### src/rtl/wdt_pkg.sv
// Shared constants for the watchdog timer block
package wdt_pkg;

    // Special function register bus widths
    localparam int ADDR_W = 8;
    localparam int DATA_W = 8;

    // Register offsets on the special function register bus
    localparam logic [7:0] RESTART_KEY_ADDR = 8'ha6;
    localparam logic [7:0] PERIOD_SEL_ADDR  = 8'ha7;

    // Restart key bytes, first then second
    localparam logic [7:0] KEY_FIRST  = 8'h1e;
    localparam logic [7:0] KEY_SECOND = 8'he1;

    // Timeout select field of the period register
    localparam int         SEL_LSB = 0;
    localparam int         SEL_W   = 3;
    localparam logic [2:0] SEL_RST = 3'h0;

    // Counter chain: base counter plus prescaler stage
    localparam int BASE_W  = 14;
    localparam int PRESC_W = 7;
    localparam int TOTAL_W = BASE_W + PRESC_W;

    // Oscillator periods per machine cycle
    localparam int         MC_DIV_W       = 4;
    localparam logic [3:0] MC_OSC_PERIODS = 4'hc;

    // Reset pulse length in oscillator periods
    localparam int         PULSE_W       = 7;
    localparam logic [6:0] RST_PULSE_OSC = 7'h60;

endpackage

### src/rtl/restart_key_detect.sv
// Two-write restart key sequence detector
module restart_key_detect (
    // Clock and reset
    input  wire logic                       clk_i,
    input  wire logic                       rst_i,
    // Abort any half-seen key
    input  wire logic                       clear_i,
    // Writes to the restart register only
    input  wire logic                       wr_i,
    input  wire logic [wdt_pkg::DATA_W-1:0] wdata_i,
    // One-cycle pulse per completed key
    output logic                            key_ok_o
);
    import wdt_pkg::*;

    // Gray order: idle, first byte seen
    typedef enum logic {
        KEY_IDLE  = 1'b0,
        KEY_ARMED = 1'b1
    } key_state_t;

    key_state_t state_q;    // Sequence position
    logic       key_ok_q;   // Registered key pulse

    // sequence tracking
    always_ff @(posedge clk_i or posedge rst_i) begin
        if (rst_i) begin
            state_q <= KEY_IDLE;
        end else if (clear_i) begin
            state_q <= KEY_IDLE;
        end else if (wr_i) begin
            unique case (state_q)
                KEY_IDLE: begin
                    // Only the first byte arms
                    if (wdata_i == KEY_FIRST) begin
                        state_q <= KEY_ARMED;
                    end
                end
                KEY_ARMED: begin
                    // A repeated first byte keeps us armed
                    if (wdata_i != KEY_FIRST) begin
                        state_q <= KEY_IDLE;
                    end
                end
            endcase
        end
    end

    // key complete pulse
    always_ff @(posedge clk_i or posedge rst_i) begin
        if (rst_i) begin
            key_ok_q <= 1'b0;
        end else begin
            key_ok_q <= !clear_i && wr_i && (state_q == KEY_ARMED)
                        && (wdata_i == KEY_SECOND);
        end
    end

    assign key_ok_o = key_ok_q;
endmodule

### src/rtl/reset_pulse_gen.sv
// Fixed-length reset pin pulse generator
module reset_pulse_gen (
    // Clock and reset
    input  wire logic clk_i,
    input  wire logic rst_i,
    // Start request, one cycle
    input  wire logic start_i,
    // Reset pin drive, high during pulse
    output logic      pulse_o
);
    import wdt_pkg::*;

    logic [PULSE_W-1:0] remain_q;   // Oscillator periods left
    logic               pulse_q;    // Pin drive flop

    // period countdown
    always_ff @(posedge clk_i or posedge rst_i) begin
        if (rst_i) begin
            remain_q <= '0;
        end else if (start_i) begin
            remain_q <= RST_PULSE_OSC;
        end else if (remain_q != '0) begin
            remain_q <= remain_q - 1'b1;
        end
    end

    // pin drive from the count
    always_ff @(posedge clk_i or posedge rst_i) begin
        if (rst_i) begin
            pulse_q <= 1'b0;
        end else begin
            pulse_q <= start_i || (remain_q > 7'h01);
        end
    end

    assign pulse_o = pulse_q;
endmodule

### src/rtl/watchdog_timer.sv
// Watchdog timer core: key restart, timeout select and reset pulse
//
// Overview of operation
// Software enables by writing 1E then E1
// Each completed key clears the count
// Base count overflow at 16383 resets device
// Count advances once per machine cycle
// Software restarts within 16383 machine cycles
// Restart register is write-only, reads zero
// Count is neither readable nor writable
// Overflow drives a 96-period reset pulse
// Seven-bit prescaler stage extends the counter
// Select field n picks 2^(14+n)-1 timeout
// Software leaves period bits 7:3 untouched
// Select field reads zero after reset
// Restart from periodic, reliable code paths
// Watchdog disabled after any reset
// Once running, software cannot stop it
// Counting stops in power-down
// E1 must directly follow a 1E write
module watchdog_timer (
    // Clock and reset
    input  wire logic                       clk_i,
    input  wire logic                       rst_i,
    // Special function register bus from the core
    input  wire logic [wdt_pkg::ADDR_W-1:0] sfr_addr_i,
    input  wire logic                       sfr_wr_i,
    input  wire logic                       sfr_rd_i,
    input  wire logic [wdt_pkg::DATA_W-1:0] sfr_wdata_i,
    output logic      [wdt_pkg::DATA_W-1:0] sfr_rdata_o,
    // Power control from the core
    input  wire logic                       power_down_i,
    // Reset pin drive and run status
    output logic                            reset_pin_o,
    output logic                            running_o
);
    import wdt_pkg::*;

    // Machine cycle divider
    logic [MC_DIV_W-1:0] mc_div_q;     // Oscillator period count
    logic                mc_tick_q;    // One-cycle machine cycle enable

    // Watchdog state
    logic                en_q;         // Watchdog running
    logic [TOTAL_W-1:0]  count_q;      // Base counter plus prescaler
    logic [SEL_W-1:0]    sel_q;        // Timeout select field
    logic [TOTAL_W-1:0]  limit_w;      // Terminal count for selection
    logic                ovf_w;        // Overflow this cycle

    // Register bus decode
    logic                key_wr_w;     // Write to restart register
    logic                sel_wr_w;     // Write to period register
    logic                key_ok_w;     // Completed key pulse
    logic [DATA_W-1:0]   rdata_q;      // Registered read data

    // Decode of the two mapped addresses
    assign key_wr_w = sfr_wr_i && (sfr_addr_i == RESTART_KEY_ADDR);
    assign sel_wr_w = sfr_wr_i && (sfr_addr_i == PERIOD_SEL_ADDR);

    // Key byte sequence checker
    // Our own overflow aborts a half-entered key as a reset would
    restart_key_detect u_key (
        .clk_i    (clk_i),
        .rst_i    (rst_i),
        .clear_i  (ovf_w),
        .wr_i     (key_wr_w),
        .wdata_i  (sfr_wdata_i),
        .key_ok_o (key_ok_w)
    );

    // Machine cycle enable from the oscillator clock
    // Free-running from reset, so the first count step after a key
    // lands anywhere within one machine cycle
    // divider holds in power-down, like a stopped oscillator
    always_ff @(posedge clk_i or posedge rst_i) begin
        if (rst_i) begin
            mc_div_q <= '0;
        end else if (power_down_i) begin
            // Frozen, resumes where it stopped
            mc_div_q <= mc_div_q;
        end else if (mc_div_q == MC_OSC_PERIODS - 4'h1) begin
            mc_div_q <= '0;
        end else begin
            mc_div_q <= mc_div_q + 4'h1;
        end
    end

    // Registered tick keeps the enable glitch-free
    always_ff @(posedge clk_i or posedge rst_i) begin
        if (rst_i) begin
            mc_tick_q <= 1'b0;
        end else begin
            mc_tick_q <= !power_down_i && (mc_div_q == MC_OSC_PERIODS - 4'h1);
        end
    end

    // Enable state
    // off from reset until the key arrives
    // no software path clears it; only overflow or rst_i does
    // Overflow beats a key landing in the same cycle
    always_ff @(posedge clk_i or posedge rst_i) begin
        if (rst_i) begin
            en_q <= 1'b0;
        end else if (ovf_w) begin
            // Own overflow acts as a device reset
            en_q <= 1'b0;
        end else if (key_ok_w) begin
            // key starts the watchdog
            en_q <= 1'b1;
        end
    end

    // Timeout select field, low bits of the period register
    // reset and overflow both return it to shortest timeout
    always_ff @(posedge clk_i or posedge rst_i) begin
        if (rst_i) begin
            sel_q <= SEL_RST;
        end else if (ovf_w) begin
            sel_q <= SEL_RST;
        end else if (sel_wr_w) begin
            // Upper bits are reserved and not stored
            sel_q <= sfr_wdata_i[SEL_LSB +: SEL_W];
        end
    end

    // Terminal count mask, one bit per counter stage
    // bit i set when i is below 14 plus the selection
    // A smaller select written mid-count acts at once; a count already
    // past the new limit runs on until the chain wraps
    for (genvar i = 0; i < TOTAL_W; i++) begin : g_limit
        assign limit_w[i] = (i < (BASE_W + int'(sel_q)));
    end

    // Overflow when the running count reaches the terminal count
    // overflow request feeds the device reset pulse
    assign ovf_w = en_q && (count_q == limit_w);

    // Counter chain: low 14 bits base, upper 7 bits prescaler stage
    // the upper stage extends the reachable timeout by 2^7
    // no bus path loads or reads this count
    // Clearing while disabled keeps a stale count from surviving
    always_ff @(posedge clk_i or posedge rst_i) begin
        if (rst_i) begin
            count_q <= '0;
        end else if (ovf_w || !en_q) begin
            // Idle or just overflowed: hold at zero
            count_q <= '0;
        end else if (key_ok_w) begin
            // key restarts the count
            count_q <= '0;
        end else if (mc_tick_q) begin
            // one step per machine cycle
            count_q <= TOTAL_W'(count_q + 1'b1);
        end
    end

    // Reset pin pulse
    // fixed width in oscillator periods
    // The pin must not feed rst_i back, or the pulse cuts itself short
    reset_pulse_gen u_pulse (
        .clk_i   (clk_i),
        .rst_i   (rst_i),
        .start_i (ovf_w),
        .pulse_o (reset_pin_o)
    );

    // Read data, answered one cycle after the read strobe
    // restart register reads as zero, as do unmapped addresses
    // Registered so the read path never touches the count chain
    always_ff @(posedge clk_i or posedge rst_i) begin
        if (rst_i) begin
            rdata_q <= '0;
        end else if (sfr_rd_i) begin
            if (sfr_addr_i == PERIOD_SEL_ADDR) begin
                // Reserved bits read zero
                rdata_q <= {{(DATA_W - SEL_W){1'b0}}, sel_q};
            end else begin
                rdata_q <= '0;
            end
        end
    end

    // Outputs straight from flops
    assign sfr_rdata_o = rdata_q;
    assign running_o   = en_q;
endmodule

### config.mk
export PLATFORM = sky130hd
export DESIGN_NAME = watchdog_timer
export DESIGN_NICKNAME = d
export VERILOG_FILES = /design/src/rtl/wdt_pkg.sv /design/src/rtl/restart_key_detect.sv /design/src/rtl/reset_pulse_gen.sv /design/src/rtl/watchdog_timer.sv
export SDC_FILE = /design/constraint.sdc
export NUM_CORES = 1
export LEC_CHECK = 0
export BUFFER_PORTS_ARGS = -buffer_cell sky130_fd_sc_hd__buf_4
export CELL_PAD_IN_SITES_DETAIL_PLACEMENT = 0
export CELL_PAD_IN_SITES_GLOBAL_PLACEMENT = 2
export CORE_MARGIN = 2
export CORE_UTILIZATION = 39
export CTS_CLUSTER_SIZE = 16
export DETAILED_ROUTE_END_ITERATION = 10
export PLACE_DENSITY = 0.89
export REMOVE_ABC_BUFFERS = 1
export SLEW_MARGIN = 20
export SYNTH_ARGS = -nofsm -noshare
export SYNTH_HDL_FRONTEND = slang
export SYNTH_HIERARCHICAL = 1
export SYNTH_SLANG_ARGS = --single-unit
### constraint.sdc
create_clock -name clk_i -period 5.6 [get_ports clk_i]
set_input_delay 1.12 -clock clk_i [delete_from_list [all_inputs] [get_ports clk_i]]
set_output_delay 1.12 -clock clk_i [all_outputs]
set_load 0.1 [all_outputs]
==> impl_metrics.ini <==
[outcome]
status = finished clean

[power_and_ir_drop]
p_int_mw = 0.5087
p_per_area_nw_per_um2 = 239.6
seq_power_share_pct = 50.4
peakVddDrop_v = 0.0001352
swShare_pct = 25.51
p_comb_share_pct = 12.6
p_sw_mw = 0.1742
clkPwrFrac_pct = 37.0
leakage_nw = 1.273

[clocking]
cts_made_buffers = 5
postCtsSetupBuffers = 0
cts-htree-levels = 2
clkSlewWorstSetupHoldPaths_ns = 0.08
cts-root-buf = clkbuf_8
cts_tree = yes
ctsHoldBuffers = 0
cts_resized = 0
clk_latency_ns = 0.29
cts_sinks = 43
max-clock-path-buffers = 2

[placement]
gp_congestion = 0.7361
io_buffers = 25
dpl.hpwl_microns = 3526
post-place-ws_ns = 2.855

[timing]
setup_viol = 0
fin_crit_sh_pct = 49.43
rsz0062_at_grt = no
fin_skew_ns = 0.005269
tns_ns = 0
finalHoldViolations = 0
period_needed_ns = 2.768
fmax_mhz = 361.2
maxSlewHeadroom_pct = 61.53
worst_slack_ns = 2.832
drv_slew = 0
tightest_slew_ns = 0.5749

[global_routing]
grt_overflow_total = 0
grt_max_degree = 34
grt_use_total_pct = 15.51
antenna_found_initial = 0
grt_pass1_wl_microns = 8990
grt_pass1_vias = 1969

[logic_synthesis]
synth_edf_count = 0
synth_top_area_share_pct = 42.94
synth_most_common_cell = dfrtp_1
ys_warn_count = 6
ys_seq_elements = 43
synth_cells = 260
ys_seq_area_share_pct = 42.94
yosysTopAreaCell = dfrtp_1
ys_types = 53
yosys_most_used_dff = dfrtp_1
netlist_area_sq_um = 2506
ys_top_cells_by_area = dfrtp_1, nor2_1, xor2_1
synthTopCellsByCount = dfrtp_1, nor2_1, nand2_1, xor2_1, inv_1
avgSynthCellArea_sq_um = 9.639
synth_async_sr_flop_share_pct = 100.0

[setup_path]
critPathKind = flip-flop to flip-flop
crit_fanout = 15
cp-end-kind = flip-flop
slowest_delay_ns = 0.50
crit_buf_inv = 1
required_ns = 5.79
arrival_ns = 2.95
crit_slowest_cell = dfrtp_1
cp_cell_sequence = inv_1, ha_1, nand2_1, or3_1, a2111o_1, nor3_4, nor3b_1, a31o_2
cp-start-kind = flip-flop
crit_family = simple AND/OR/NAND/NOR gates

[detailed_routing]
routed_via_density = 5.259
ant_nets = 0
post_drt_wl_per_cell_microns = 13.68
dr_total_vias = 1909
route.detailed.drc = 0
drt_iter0_markers = 77
drt-total-wl_microns = 4965
first_pass_iters = 4

[die]
die_area_sq_um = 7083
row_count = 29
chipHeight_microns = 84.16
fp.coreArea_sq_um = 6277
initial_core_util_pct = 39.92
die_x_microns = 84.16
ios = 31

[layout]
layout-drive-gt1-share_pct = 14.69
syn2layout_area_growth_pct = 13.73
nFillCells = 600
layout.nets = 316
antenna_cells = 0

[job]
max_cap_violations = 0

[hold_path]
hp-class = flip-flop to flip-flop
metrics by stage:
stage / power, mW / cells / hold WS (ns) / util (%) / cell area, sq um
after floorplan: 0.4100 / 252 / 0.4978 / - / 2441
after global placement: 0.4340 / 355 / 0.5114 / 43.53 / 2733
after detailed placement: 0.4378 / 355 / 0.5286 / 43.53 / 2733
after CTS: 0.6950 / 363 / 0.5409 / 45.41 / 2850
after global routing: 0.7235 / 363 / 0.5648 / 45.41 / 2850
final: 0.6829 / 363 / 0.5397 / 45.41 / 2850
per-layer routing:
layer / GRT usage (%) / share of wire (%) / up-vias
li1: - / - / 956
met4: 4.106 / 1.0 / 0
met1: 20.26 / 47 / 922
met2: 26.19 / 49 / 26
met3: 3.343 / 2.8 / 5
met5: 0 / 0 / -
power by group through the flow:
| stage | Combinational [mW] | Sequential, mW | Clock (mW) |
|---|---|---|---|
| 2_1_floorplan | 0.0644 | 0.346 | 0 |
| 3_3_place_gp | 0.0848 | 0.349 | 0 |
| 3_5_place_dp | 0.0882 | 0.350 | 0 |
| 4_1_cts | 0.0880 | 0.344 | 0.263 |
| 5_1_grt | 0.0984 | 0.348 | 0.277 |
| 6_report | 0.0864 | 0.344 | 0.253 |
cell type report:
type	count	area (sq um)	area share [%]
multi-input combinational	195	1313	46.05
sequential	43	1076	37.75
timing repair buffer	26	195.2	6.848
tap	77	96.34	3.380
clock buffer	6	82.58	2.897
inverter	14	52.55	1.844
clock inverter	2	35.03	1.229
placed cells by master, fill, tap and decap left out, types with 2 or more instances in the layout:
cell / n
a211o_1: 2
a211oi_1: 3
a21boi_0: 2
a21oi_1: 5
and3_1: 3
and3b_1: 2
and4_1: 2
buf_4: 26
clkbuf_8: 6
conb_1: 5
dfrtp_1: 43
ha_1: 10
inv_1: 14
mux2i_1: 4
nand2_1: 18
nand2b_1: 3
nand3_1: 6
nand3b_1: 4
nand4_1: 8
nand4b_1: 2
nor2_1: 36
nor2b_1: 3
nor3_1: 8
nor3b_1: 5
nor4_1: 4
nor4b_1: 3
nor4bb_1: 3
o21ai_0: 8
or3_1: 2
or4b_1: 2
xnor2_1: 8
xor2_1: 15
worst paths after layout:
kind | endpoint | startpoint | cells after the start | slack (ns)
max in group asynchronous | count_q[17] | rst_i | 3 | 4.36
worst min-delay path | sfr_rdata_o[2] | sfr_rdata_o[2] | 2 | 0.54
worst max register to register | u_pulse/remain_q[2] | sel_q[1] | 8 | 2.83
min in group asynchronous | u_key/state_q | rst_i | 2 | 0.69
worst max-delay path | u_pulse/remain_q[2] | sel_q[1] | 8 | 2.83
worst min register to register | sfr_rdata_o[2] | sfr_rdata_o[2] | 2 | 0.54
worst min-delay path: stages (launching register included):
cell and delay [ns]:
dfrtp_1 0.38, inv_1 0.05, o21ai_0 0.07
logic make-up after synthesis:
kind of cell	after synthesis	share of synthesized area, %
AND/OR/NAND/NOR	121	27.31
flip-flops	43	42.94
AO/OA/AOI/OAI	31	9.237
buffers and inverters	26	5.292
XOR/XNOR	23	8.038
adder cells (fa/ha/maj)	10	4.993
multiplexers	5	2.047
other	1	0.1496
sequential cells by signal (all words and copies together) (netlist names):
register,cells
u_pulse/remain_q,7
mc_div_q,4
sfr_rdata_o,3
sel_q,3
mc_tick_q,1
count_q,21
u_key/state_q,1
running_o,1
u_key/key_ok_o,1
u_pulse/pulse_o,1
Power figures use the tool's default switching activity.
